$ cat config.mk
export PLATFORM = sky130hd
export DESIGN_NAME = perf_event_counters
export DESIGN_NICKNAME = d
export VERILOG_FILES = /design/src/perf_event_pkg.sv /design/src/perf_event_counters.sv /design/src/event_counter.sv
export SDC_FILE = /design/constraint.sdc
export NUM_CORES = 2
export LEC_CHECK = 0
export BUFFER_PORTS_ARGS = -buffer_cell sky130_fd_sc_hd__buf_4
export CAP_MARGIN = 20
export CORE_MARGIN = 2
export CORE_UTILIZATION = 35
export CTS_CLUSTER_DIAMETER = 40
export CTS_CLUSTER_SIZE = 30
export DETAILED_ROUTE_END_ITERATION = 6
export HOLD_SLACK_MARGIN = 0.15
export SYNTH_ARGS = -nofsm -noshare
export SYNTH_HDL_FRONTEND = slang
export SYNTH_HIERARCHICAL = 1
export SYNTH_SLANG_ARGS = --single-unit
$ cat constraint.sdc
create_clock -name clk -period 6.12 [get_ports clk]
set_input_delay 0.612 -clock clk [delete_from_list [all_inputs] [get_ports clk]]
set_output_delay 0.612 -clock clk [all_outputs]
set_load 0.03 [all_outputs]
$ cat src/perf_event_pkg.sv
package perf_event_pkg;

    // ****************************************************************
    // Register indices (byte address is four times the index)
    // ****************************************************************
    localparam logic [9:0]  IDX_OFFCORE_CFG0 = 10'h1a6;
    localparam logic [9:0]  IDX_OFFCORE_CFG1 = 10'h1a7;
    localparam logic [9:0]  IDX_FIXED_CTR    = 10'h309;
    localparam logic [9:0]  IDX_FIXED_CTRL   = 10'h38d;
    localparam logic [9:0]  IDX_GLOBAL_EN    = 10'h38f;
    localparam logic [9:0]  IDX_EVSEL_BASE   = 10'h100;
    localparam logic [9:0]  IDX_PMC_BASE     = 10'h200;

    // ****************************************************************
    // Address layout on the bus
    // ****************************************************************
    localparam int unsigned IDX_LSB   = 2;   // Word index starts here
    localparam int unsigned IDX_MSB   = 11;
    localparam int unsigned HI_BIT    = 12;  // Selects upper 32 bits
    localparam int unsigned TOP_LSB   = 13;  // This bit and above must be zero
    localparam logic [2:0]  SIZE_WORD = 3'h2;
    localparam logic [1:0]  HTRANS_NONSEQ = 2'h2;
    localparam logic [31:0] RESET_WORD = 32'h0000_0000;
    localparam logic [63:0] RESET_REG  = 64'h0;

    // ****************************************************************
    // Event codes and unit masks
    // ****************************************************************
    localparam logic [7:0] EV_RETIRED  = 8'hc0;
    localparam logic [7:0] UM_RETIRED  = 8'h00;
    localparam logic [7:0] EV_UOPS     = 8'hb1;
    localparam logic [7:0] UM_UOPS     = 8'h01;
    localparam logic [7:0] EV_OFFCORE0 = 8'hb7;
    localparam logic [7:0] EV_OFFCORE1 = 8'hbb;
    localparam logic [7:0] UM_OFFCORE  = 8'h01;

    // ****************************************************************
    // Field positions
    // ****************************************************************
    localparam int unsigned FIX_EN_LO     = 0;   // Local enable bits
    localparam int unsigned FIX_EN_HI     = 1;
    localparam int unsigned GLB_FIXED_BIT = 32;  // Global fixed gate
    localparam int unsigned SEL_CODE_LSB  = 0;
    localparam int unsigned SEL_UMASK_LSB = 8;
    localparam int unsigned SEL_THREAD    = 16;
    localparam int unsigned SEL_ENABLE    = 22;
    localparam int unsigned REQ_LSB       = 0;
    localparam int unsigned RESP_LSB      = 16;
    localparam int unsigned SEL_W         = 16;

    // Request type bits of the off-core configuration
    localparam int unsigned REQ_CORE_WRITEBACK   = 3;
    localparam int unsigned REQ_L3_DATA_PREFETCH = 7;
    localparam int unsigned REQ_L3_OWN_PREFETCH  = 8;
    localparam int unsigned REQ_L3_CODE_PREFETCH = 9;
    localparam int unsigned REQ_SPLIT_UC_LOCK    = 10;
    localparam int unsigned REQ_STREAMING_STORE  = 11;

    // ****************************************************************
    // Core event carrier
    // ****************************************************************
    localparam int unsigned EVT_W = 3;  // Up to 7 per thread per cycle
    localparam int unsigned INC_W = 4;  // Room for two threads summed

    typedef struct packed {
        logic [1:0][EVT_W-1:0] retired;  // Retired this cycle, per thread
        logic [1:0][EVT_W-1:0] uops;     // Micro-ops executed, per thread
        logic                  offValid; // One off-core response
        logic                  offThread;
        logic [SEL_W-1:0]      offReq;   // One-hot request type
        logic [SEL_W-1:0]      offResp;  // Response attributes
    } core_events_t;

    typedef enum logic [1:0] {
        BUS_IDLE = 2'b01,
        BUS_READ = 2'b10
    } bus_state_t;

    // Replace one 32-bit half of a 64-bit register
    function automatic logic [63:0] put_word(input logic [63:0] old,
                                             input logic        hi,
                                             input logic [31:0] d);
        logic [63:0] r;
        r = old;
        if (hi) begin
            r[63:32] = d;
        end else begin
            r[31:0] = d;
        end
        return r;
    endfunction : put_word

endpackage : perf_event_pkg

$ cat src/perf_event_counters.sv
// Contract
// - Event C0/00 counts each retired instruction
// - Fixed counter counts retired instructions exactly
// - Fixed control bit 0 or 1 enables
// - Global bit 32 gates fixed, order-independent
// - Event B1/01 adds micro-ops per thread
// - Events B7/BB match configs 1A6/1A7
// - Request-type bits 3,7-11 select requests
//
// Register access over AHB-Lite is this design's own decision.
`timescale 1ns/1ns
`default_nettype none

module perf_event_counters
    import perf_event_pkg::*;
#(
    parameter int unsigned NPROG = 2,   // Programmable counters
    parameter int unsigned CNT_W = 48   // Counter width, 33 to 63
) (
    // Clock and reset
    input  wire logic         clk,
    input  wire logic         rst_n,
    // Core events
    input  wire core_events_t ev,
    // AHB-Lite slave
    input  wire logic         hsel,
    input  wire logic [31:0]  haddr,
    input  wire logic [1:0]   htrans,
    input  wire logic         hwrite,
    input  wire logic [2:0]   hsize,
    input  wire logic [31:0]  hwdata,
    input  wire logic         hready,
    output logic              hreadyout,
    output logic [31:0]       hrdata,
    output logic              hresp
);

    localparam int unsigned NCNT = NPROG + 1;  // Slot 0 is fixed

    // ****************************************************************
    // Register storage
    // ****************************************************************
    logic [1:0][63:0]       offCfg;     // Off-core match configs
    logic [63:0]            fixedCtrl;  // Fixed-counter control
    logic [63:0]            globalEn;   // Global enables
    logic [NPROG-1:0][63:0] evSel;      // Event selects
    logic [NCNT-1:0][CNT_W-1:0] cnt;    // Counter values

    // ****************************************************************
    // Bus slave state
    // ****************************************************************
    bus_state_t  state;      // Idle or read wait
    logic        wrPending;  // Write data phase now
    logic [9:0]  capIdx;     // Captured word index
    logic        capHi;      // Captured upper-half select
    logic        capOk;      // Captured address is in range
    wire  [31:0] rdWord;     // Addressed half, decoded further down

    // Address phase decode
    wire accept   = hsel && hready && htrans == HTRANS_NONSEQ;
    wire addrOk   = haddr[31:TOP_LSB] == '0 && hsize == SIZE_WORD;
    wire [9:0] aIdx = haddr[IDX_MSB:IDX_LSB];

    // Write strobes for the data phase
    wire wrLive   = wrPending && capOk;
    wire wrCfg0   = wrLive && capIdx == IDX_OFFCORE_CFG0;
    wire wrCfg1   = wrLive && capIdx == IDX_OFFCORE_CFG1;
    wire wrFixCtl = wrLive && capIdx == IDX_FIXED_CTRL;
    wire wrGlobal = wrLive && capIdx == IDX_GLOBAL_EN;
    wire wrFixCnt = wrLive && capIdx == IDX_FIXED_CTR;

    // ****************************************************************
    // Bus handshake
    // ****************************************************************
    // Reads take one wait state so that hrdata leaves a flop and any
    // write in the previous data phase is already visible
    always_ff @(posedge clk) begin
        if (!rst_n) begin
            state     <= BUS_IDLE;
            wrPending <= 1'b0;
            hreadyout <= 1'b1;
            hrdata    <= RESET_WORD;
            hresp     <= 1'b0;
            capIdx    <= '0;
            capHi     <= 1'b0;
            capOk     <= 1'b0;
        end else begin
            hresp <= 1'b0;  // Always OKAY
            case (state)
                BUS_IDLE: begin
                    wrPending <= accept && hwrite;
                    if (accept) begin
                        capIdx <= aIdx;
                        capHi  <= haddr[HI_BIT];
                        capOk  <= addrOk;
                    end
                    // Read: stall one cycle
                    if (accept && !hwrite) begin
                        hreadyout <= 1'b0;
                        state     <= BUS_READ;
                    end
                end
                BUS_READ: begin
                    hrdata    <= rdWord;
                    hreadyout <= 1'b1;
                    wrPending <= 1'b0;
                    state     <= BUS_IDLE;
                end
                default: begin
                    hreadyout <= 1'b1;
                    wrPending <= 1'b0;
                    state     <= BUS_IDLE;
                end
            endcase
        end
    end

    // ****************************************************************
    // Configuration registers
    // ****************************************************************
    // Whole-register writes land half by half; unmapped writes drop
    always_ff @(posedge clk) begin
        if (!rst_n) begin
            offCfg    <= '0;
            fixedCtrl <= RESET_REG;
            globalEn  <= RESET_REG;
        end else begin
            if (wrCfg0) begin
                offCfg[0] <= put_word(offCfg[0], capHi, hwdata);
            end
            if (wrCfg1) begin
                offCfg[1] <= put_word(offCfg[1], capHi, hwdata);
            end
            if (wrFixCtl) begin
                fixedCtrl <= put_word(fixedCtrl, capHi, hwdata);
            end
            if (wrGlobal) begin
                globalEn <= put_word(globalEn, capHi, hwdata);
            end
        end
    end

    // ****************************************************************
    // Fixed counter: retired instructions of both threads
    // ****************************************************************
    // Gating is a plain AND sampled every edge, so enabling local
    // bits before the global bit cannot leak extra counts
    wire fixLocal = fixedCtrl[FIX_EN_LO] | fixedCtrl[FIX_EN_HI];
    wire fixRun   = fixLocal & globalEn[GLB_FIXED_BIT];
    wire [INC_W-1:0] fixInc = INC_W'(ev.retired[0])
                            + INC_W'(ev.retired[1]);

    event_counter #(.CNT_W(CNT_W)) u_fixed (
        .clk    (clk),
        .rst_n  (rst_n),
        .enable (fixRun),
        .inc    (fixInc),
        .loadLo (wrFixCnt && !capHi),
        .loadHi (wrFixCnt && capHi),
        .wdata  (hwdata),
        .count  (cnt[0])
    );

    // ****************************************************************
    // Programmable counters
    // ****************************************************************
    logic [NPROG-1:0][63:0] rdSel;  // Read contributions, selects
    logic [NPROG-1:0][63:0] rdPmc;  // Read contributions, counters

    genvar g;
    generate
        for (g = 0; g < NPROG; g = g + 1) begin : g_prog
            wire [7:0] code  = evSel[g][SEL_CODE_LSB +: 8];
            wire [7:0] umask = evSel[g][SEL_UMASK_LSB +: 8];
            wire       thr   = evSel[g][SEL_THREAD];
            wire wrS = wrLive && capIdx == IDX_EVSEL_BASE + 10'(g);
            wire wrC = wrLive && capIdx == IDX_PMC_BASE + 10'(g);

            // Off-core match: thread, any selected request type and
            // any selected response attribute
            wire m0 = |(ev.offReq  & offCfg[0][REQ_LSB +: SEL_W])
                    & |(ev.offResp & offCfg[0][RESP_LSB +: SEL_W]);
            wire m1 = |(ev.offReq  & offCfg[1][REQ_LSB +: SEL_W])
                    & |(ev.offResp & offCfg[1][RESP_LSB +: SEL_W]);
            wire offHit = ev.offValid && ev.offThread == thr
                        && umask == UM_OFFCORE;
            wire isRet  = code == EV_RETIRED && umask == UM_RETIRED;
            wire isUops = code == EV_UOPS && umask == UM_UOPS;

            // Event selection; unknown codes count nothing
            wire [INC_W-1:0] inc =
                isRet  ? INC_W'(ev.retired[thr]) :
                isUops ? INC_W'(ev.uops[thr]) :
                (offHit && code == EV_OFFCORE0 && m0) ? INC_W'(1) :
                (offHit && code == EV_OFFCORE1 && m1) ? INC_W'(1) :
                '0;

            // Select register
            always_ff @(posedge clk) begin
                if (!rst_n) begin
                    evSel[g] <= RESET_REG;
                end else if (wrS) begin
                    evSel[g] <= put_word(evSel[g], capHi, hwdata);
                end
            end

            event_counter #(.CNT_W(CNT_W)) u_pmc (
                .clk    (clk),
                .rst_n  (rst_n),
                .enable (evSel[g][SEL_ENABLE] & globalEn[g]),
                .inc    (inc),
                .loadLo (wrC && !capHi),
                .loadHi (wrC && capHi),
                .wdata  (hwdata),
                .count  (cnt[g+1])
            );

            // Read contributions, zero when not addressed
            assign rdSel[g] = (capIdx == IDX_EVSEL_BASE + 10'(g))
                            ? evSel[g] : RESET_REG;
            assign rdPmc[g] = (capIdx == IDX_PMC_BASE + 10'(g))
                            ? 64'(cnt[g+1]) : RESET_REG;
        end
    endgenerate

    // ****************************************************************
    // Read selection
    // ****************************************************************
    logic [63:0] rdProg;  // OR of addressed programmable registers

    // At most one index matches, so an OR tree is enough
    always_comb begin
        rdProg = RESET_REG;
        for (int i = 0; i < NPROG; i++) begin
            rdProg = rdProg | rdSel[i] | rdPmc[i];
        end
    end

    wire [63:0] rdFixed =
        (capIdx == IDX_OFFCORE_CFG0) ? offCfg[0] :
        (capIdx == IDX_OFFCORE_CFG1) ? offCfg[1] :
        (capIdx == IDX_FIXED_CTR)    ? 64'(cnt[0]) :
        (capIdx == IDX_FIXED_CTRL)   ? fixedCtrl :
        (capIdx == IDX_GLOBAL_EN)    ? globalEn : RESET_REG;
    wire [63:0] rd64   = capOk ? (rdFixed | rdProg) : RESET_REG;
    assign rdWord = capHi ? rd64[63:32] : rd64[31:0];

endmodule : perf_event_counters

`default_nettype wire

$ cat src/event_counter.sv
`timescale 1ns/1ns
`default_nettype none

module event_counter
    import perf_event_pkg::*;
#(
    parameter int unsigned CNT_W = 48
) (
    // Clock and reset
    input  wire logic             clk,
    input  wire logic             rst_n,
    // Counting
    input  wire logic             enable,
    input  wire logic [INC_W-1:0] inc,
    // Software load
    input  wire logic             loadLo,
    input  wire logic             loadHi,
    input  wire logic [31:0]      wdata,
    // Count
    output logic      [CNT_W-1:0] count
);

    // ****************************************************************
    // Counter register
    // ****************************************************************
    logic [CNT_W-1:0] next_count;  // Value for the next edge

    // A software load of either half wins over counting in the same cycle;
    // that cycle's increment is dropped and the other half keeps its value
    always_comb begin
        next_count = count;
        if (loadLo) begin
            next_count[31:0] = wdata;
        end else if (loadHi) begin
            next_count[CNT_W-1:32] = wdata[CNT_W-33:0];
        end else if (enable) begin
            next_count = count + CNT_W'(inc);
        end
    end

    // Register update
    always_ff @(posedge clk) begin
        if (!rst_n) begin
            count <= '0;
        end else begin
            count <= next_count;
        end
    end

endmodule : event_counter

`default_nettype wire

After elaboration in Yosys (flattened, before gate mapping) --
Index checks and enable logic that the tools add are counted.
Operators by class: add/sub/neg operators 4, order comparisons 2, equal/unequal tests 28, muxes and demuxes 39, bitwise logic cells 18, reductions and logical operators 72
Operator list (count):
- $mux W64 | 8
- $mux W48 | 5
- $mux W32 | 7
- $or A64 B48 Y64 | 2
- $or A64 B64 Y64 | 2
- $add A48 B3 Y48 | 2
- $and A16 B16 Y16 | 4
- $eq A8 B8 Y1 const B | 8
- $reduce_or A16 Y1 | 4
- $eq A10 B10 Y1 const B | 5
- $add A48 B4 Y48 | 1
- $mux W16 | 3
- $eq A10 B9 Y1 const B | 4
- $reduce_and A2 Y1 | 20
- $logic_and A1 B1 Y1 | 37
- $mux W3 | 12
- $logic_not A19 Y1 | 1
- $eq A8 B1 Y1 const B | 2
- $logic_not A8 Y1 | 2
- $reduce_bool A2 Y1 | 6
- $ne A2 B1 Y1 const B | 3
- $and A1 B1 Y1 | 5
- $add A3 B3 Y4 | 1
- $eq A2 B2 Y1 const B | 2
- 8 further kinds | 17
Word-level totals: bits in registers 576, output and inout bits 34, word-level logic and storage cells 188

Longest topological paths before layout --
depth after elaboration 13, mapped depth 14, mapped depth without buffers 13

Cells and area by module --
Netlist, hierarchy kept.
Modules (own cells, without submodules):
- perf_event_counters | instances 1, cells each 2686, area each 21699.6 um^2
- event_counter (g_prog[1].u_pmc) | instances 1, cells each 421, area each 3129.3 um^2
- event_counter (g_prog[0].u_pmc) | instances 1, cells each 405, area each 3111.7 um^2
- event_counter (u_fixed) | instances 1, cells each 392, area each 3085.5 um^2

Worst setup path after synthesis --
No wires, ideal clock.
path kind input -> register, from input port ev[24] in the netlist's numbering, to register g_prog[0].u_pmc.count[32], setup time 0.083 ns, arrival 3.446 ns, data required time 6.037 ns, slack 2.592 ns, stages 14, cell sequence a22o_1 -> a221oi_1 -> nand3_1 -> o22a_1 -> a22oi_1 -> o41ai_1 -> ha_1 -> fa_1 -> a21o_1 -> a21oi_1 -> clkbuf_1 -> nor2_1 -> and3_1 -> o221ai_1
Between the ends: word-level cells in the longest chain between the ends 11
RTL lines:
- start, declared | RTL line perf_event_counters.sv:24 | input wire core_events_t ev,
- $and A16 B16 Y16 | RTL line perf_event_counters.sv:183 | wire m1 = |(ev.offReq & offCfg[1][REQ_LSB +: SEL_W])
- $reduce_or A16 Y1 | RTL line perf_event_counters.sv:183
- $and A1 B1 Y1 | RTL line perf_event_counters.sv:184 | & |(ev.offResp & offCfg[1][RESP_LSB +: SEL_W]);
- $logic_and A1 B1 Y1 | RTL line perf_event_counters.sv:195 | (offHit && code == EV_OFFCORE1 && m1) ? INC_W'(1) :
- $mux W1 | RTL line perf_event_counters.sv:195
- $mux W1 (*) | RTL line perf_event_counters.sv:194 | (offHit && code == EV_OFFCORE0 && m0) ? INC_W'(1) :
- $mux W3 (*) | RTL line perf_event_counters.sv:193 | isUops ? INC_W'(ev.uops[thr]) :
- $mux W3 (*) | RTL line perf_event_counters.sv:192 | isRet ? INC_W'(ev.retired[thr]) :
- net g_prog[0].inc[0] | RTL line perf_event_counters.sv:191 | wire [INC_W-1:0] inc =
- $add A48 B3 Y48 (*) | RTL line event_counter.sv:37 | next_count = count + CNT_W'(inc);
- $mux W48 (*) | RTL line event_counter.sv:36 | end else if (enable) begin
- $mux W16 (*) | RTL line event_counter.sv:34 | end else if (loadHi) begin
- end signal, assigned | RTL line event_counter.sv:46 | count <= next_count;
- end, declared | RTL line event_counter.sv:20 | output logic [CNT_W-1:0] count
The timed path passes the listed nets; every way through them passes the cells marked *. The select of a mux whose other input is x is not followed. A chain may end at the register's enable or synchronous reset.

Final worst setup path --
from register evSel[9] in the netlist's numbering, to register g_prog[0].u_pmc.count[44]
Between the ends: word-level cells in the longest chain between the ends 11
RTL lines:
- start, declared | RTL line perf_event_counters.sv:46 | logic [NPROG-1:0][63:0] evSel;
- start signal, assigned by index | RTL line perf_event_counters.sv:203 | evSel[g] <= put_word(evSel[g], capHi, hwdata);
- $eq A8 B1 Y1 | RTL line perf_event_counters.sv:186, perf_event_counters.sv:188
- $logic_and A1 B1 Y1 | RTL line perf_event_counters.sv:186 | && umask == UM_OFFCORE;
- $logic_and A1 B1 Y1 (2 in a row) | RTL line perf_event_counters.sv:195
- $mux W1 | RTL line perf_event_counters.sv:195
- $mux W1 | RTL line perf_event_counters.sv:194
- $mux W3 | RTL line perf_event_counters.sv:193
- $mux W3 (*) | RTL line perf_event_counters.sv:192
- net g_prog[0].inc[0] | RTL line perf_event_counters.sv:191
- $add A48 B3 Y48 (*) | RTL line event_counter.sv:37
- $mux W48 (*) | RTL line event_counter.sv:36
- $mux W16 (*) | RTL line event_counter.sv:34
Marked as above.

==> results.py <==
metrics = {
    "grt": {
        "grt_usage_pct": 27.2,
        "antenna_found_initial": 9,
        "grt_pass1_vias": 27797,
        "grt_pass1_wl_mm": 186,
        "overflow": 0,
        "grt_max_degree": 112,
    },
    "route": {
        "wl_per_cell_um": 24.9,
        "vias_per_cell": 5.95,
        "via_count": 30578,
        "drc": 0,
        "postRouteAntennaNets": 0,
        "drt_wl_total_mm": 128,
        "first_pass_iters": 6,
        "drt-initial-drc-count": 4114,
    },
    "floorplan": {
        "ioPinCount": 154,
        "floorplan.initialDensity_pct": 35.2,
        "num_rows": 109,
        "die-area_um2": 91000,
        "die_h_um": 302,
        "dieWidth_um": 302,
        "fp.coreArea_um2": 88100,
    },
    "timing": {
        "finalClockSkew_ps": 31.4,
        "worst_pin_slew_ps": 1200,
        "fin_tns_setup_ps": 0,
        "slew_headroom_pct": 19.9,
        "setup_viol": 0,
        "fin_crit_sh_pct": 75.4,
        "rsz0062_at_grt": "false",
        "hold_viol_final": 0,
        "max_freq_mhz": 217,
        "slew_violations": 0,
        "finalCriticalPeriod_ps": 4620,
    },
    "finish": {
        "final_util_pct": 41.5,
        "fill_cells": 8815,
        "multiInputGateArea_um2": 18000,
        "syn2layout_area_growth_pct": 17.8,
        "nNetsFinal": 4028,
        "register_area_um2": 11500,
        "drive_above_1_share_pct": 12.4,
    },
    "place": {
        "dp_hpwl_mm": 84.1,
        "io_buffer_count": 150,
        "place_congestion": 0.963,
    },
    "synth": {
        "ys_seq_area_share_pct": 37.1,
        "ys_types": 94,
        "synth.avg_cell_area_um2": 7.95,
        "synthArstFlopShare_pct": 0,
        "netlist_area_um2": 31000,
        "netlist_top_cells_area": "dfxtp_1 37%, nand2_1 12%, mux2i_1 6.9%",
        "synth_area_leader_cell": "dfxtp_1",
        "yosys.area.top_type_share_pct": 37.1,
        "ys_ff_latch": 575,
        "synth-main-ff-cell": "dfxtp_1",
        "ys_warn_count": 6,
        "synth-edff-count": 0,
        "synthCells": 3904,
    },
    "clock_tree": {
        "cts_buffer_depth": 3,
        "htree_levels": 3,
        "clock-sinks": 575,
        "cts_buffers": 102,
        "worst_skew_pair.late_latency_ps": 670,
        "clock-root-buffer": "clkbuf_16",
        "clk_pin_slew_worst_paths_ps": 50,
        "cts_setup_buffers": 0,
        "tritoncts": "done",
    },
    "setup_path": {
        "critPathCaptureType": "flip-flop",
        "path_class": "reg2reg",
        "critical_path_required_ps": 6660,
        "worstPathMaxFanout": 17,
        "start_kind": "flip-flop",
        "arrival_ps": 5150,
    },
    "pwr": {
        "power_frac_comb_pct": 4.5,
        "max-vdd-ir-drop_uv": 208,
        "switchingPower_w": 0.00248,
        "p_per_area_nw_per_um2": 289,
        "power.internal_w": 0.00809,
        "clkPwrFrac_pct": 59.4,
        "power.share.switching_pct": 23.5,
        "pwr-share-seq_pct": 36.2,
        "power_w": 0.0106,
        "cellLeakagePower_nw": 11.5,
    },
    "min_path": {
        "hp-class": "in2reg",
    },
    "run": {
        "max_cap_violations": 0,
    },
    "outcome": {
        "outcome": "finished clean",
    },
}
sequential cells by signal, summed over array words and instances, names as in the netlist:
| signal | count |
|---|---|
| capHi | 1 |
| wrPending | 1 |
| fixedCtrl | 64 |
| globalEn | 64 |
| u_fixed/count | 48 |
| offCfg | 128 |
| hrdata | 32 |
| state | 2 |
| g_prog.u_pmc/count | 96 |
| capIdx | 10 |
| capOk | 1 |
| evSel | 128 |
Yosys cell counts (all sizes together), types with 23 or more instances:
| cell type | number |
|---|---|
| nand2 | 966 |
| dfxtp | 575 |
| a21boi | 385 |
| clkbuf | 218 |
| mux2i | 213 |
| a21oi | 171 |
| o21ai | 171 |
| buf | 122 |
| nor2 | 119 |
| nand3 | 97 |
| xnor2 | 60 |
| o22ai | 57 |
| nor4 | 55 |
| nor3 | 51 |
| nand4 | 44 |
| and3 | 40 |
| a22oi | 33 |
| o211ai | 33 |
| a211oi | 32 |
| a31oi | 31 |
| nor2b | 29 |
| and4 | 27 |
| inv | 24 |
| or4 | 23 |
final cells by class:
class / count / area share, %
diodes: 1 / 0.00685
clock buffers: 122 / 7.66
clock inverters: 70 / 2.70
inverters: 25 / 0.257
multi-input cells: 2965 / 49.2
flip-flops and latches: 575 / 31.5
well taps: 1165 / 3.99
repair buffers: 220 / 4.64
per-layer routing:
layer	wire length, um	global-route usage (%)	vias up
met5	34	0	-
met4	4830	10.2	6
met3	14500	5.81	273
met2	54300	40.5	1736
met1	54200	38.3	14661
li1	-	-	13902
power by group through the flow:
stage | clock (W) | combinational [W] | sequential, W
after floorplan | 0 | 0.000242 | 0.00387
after global routing | 0.00648 | 0.000490 | 0.00382
after detailed placement | 0 | 0.000455 | 0.00390
final | 0.00627 | 0.000471 | 0.00382
after global placement | 0 | 0.000454 | 0.00390
after CTS | 0.00631 | 0.000457 | 0.00382
path summary, 6_finish.rpt:
path | from | end | slack (ps) | cells after the start
worst max-delay path | evSel[9]$_SDFFE_PN0P_ | g_prog[0].u_pmc/count[44]$_SDFFE_PN0P_ | 1500 | 14
worst min-delay path | haddr[10] | capIdx[8]$_SDFFE_PN0P_ | 210 | 3
worst max register to register | evSel[9]$_SDFFE_PN0P_ | g_prog[0].u_pmc/count[44]$_SDFFE_PN0P_ | 1500 | 14
worst min register to register | evSel[27]$_SDFFE_PN0P_ | evSel[27]$_SDFFE_PN0P_ | 450 | 2
critical path, stage by stage, from the launching register on:
cell	delay, ps
dfxtp_1	320
nor4b_1	510
nand3_1	200
or3_1	530
o21ai_0	120
o21ai_0	250
o41ai_1	220
ha_1	330
fa_1	230
a21o_1	120
a21oi_1	60
buf_4	210
nor4_2	930
a21oi_1	170
a211o_1	290
stage by stage:
step | hold slack, ps | std cells | setup WS [ps] | cell area (um2)
final | 212 | 5143 | 1500 | 36600
after global routing | 216 | 5143 | 1340 | 36600
after CTS | 190 | 5139 | 1710 | 36500
after detailed placement | 442 | 4946 | 1660 | 32700
after global placement | 436 | 4946 | 1630 | 32700
after floorplan | 428 | 3906 | 2590 | 31000
cells by family after synthesis:
logic type	after synthesis	share of synthesized area [%]
fa+ha+maj	19	0.863
flops	575	37.1
simple gates	1540	23.0
other cells	1	0.0121
buf+inv	366	5.19
compound gates	1099	24.3
xor+xnor	73	2.06
mux	231	7.53
placed cells by master (no fill, tap or decap), types with 31 or more instances in the layout:
master | synthesis | layout
xnor2_1 | 60 | 60
a22oi_1 | 33 | 33
and3_1 | 38 | 38
mux2i_1 | 213 | 213
a21boi_0 | 232 | 232
nor2_1 | 117 | 116
nand3_1 | 96 | 95
a211oi_1 | 32 | 32
nor3_1 | 47 | 45
a21boi_1 | 153 | 153
a31oi_1 | 31 | 31
clkbuf_16 | 0 | 105
dfxtp_1 | 575 | 572
nor4_1 | 47 | 44
a21oi_1 | 170 | 170
o211ai_1 | 33 | 33
o21ai_0 | 170 | 170
nand2_1 | 965 | 965
buf_4 | 11 | 215
o22ai_1 | 57 | 57
nand4_1 | 39 | 39
what timing repair did:
action	4_1_cts	5_1_grt
gates resized for setup	0	0
endpoints found under the hold margin	2	0
hold buffers	1	0
No activity file was read; power rests on OpenSTA's default activity.
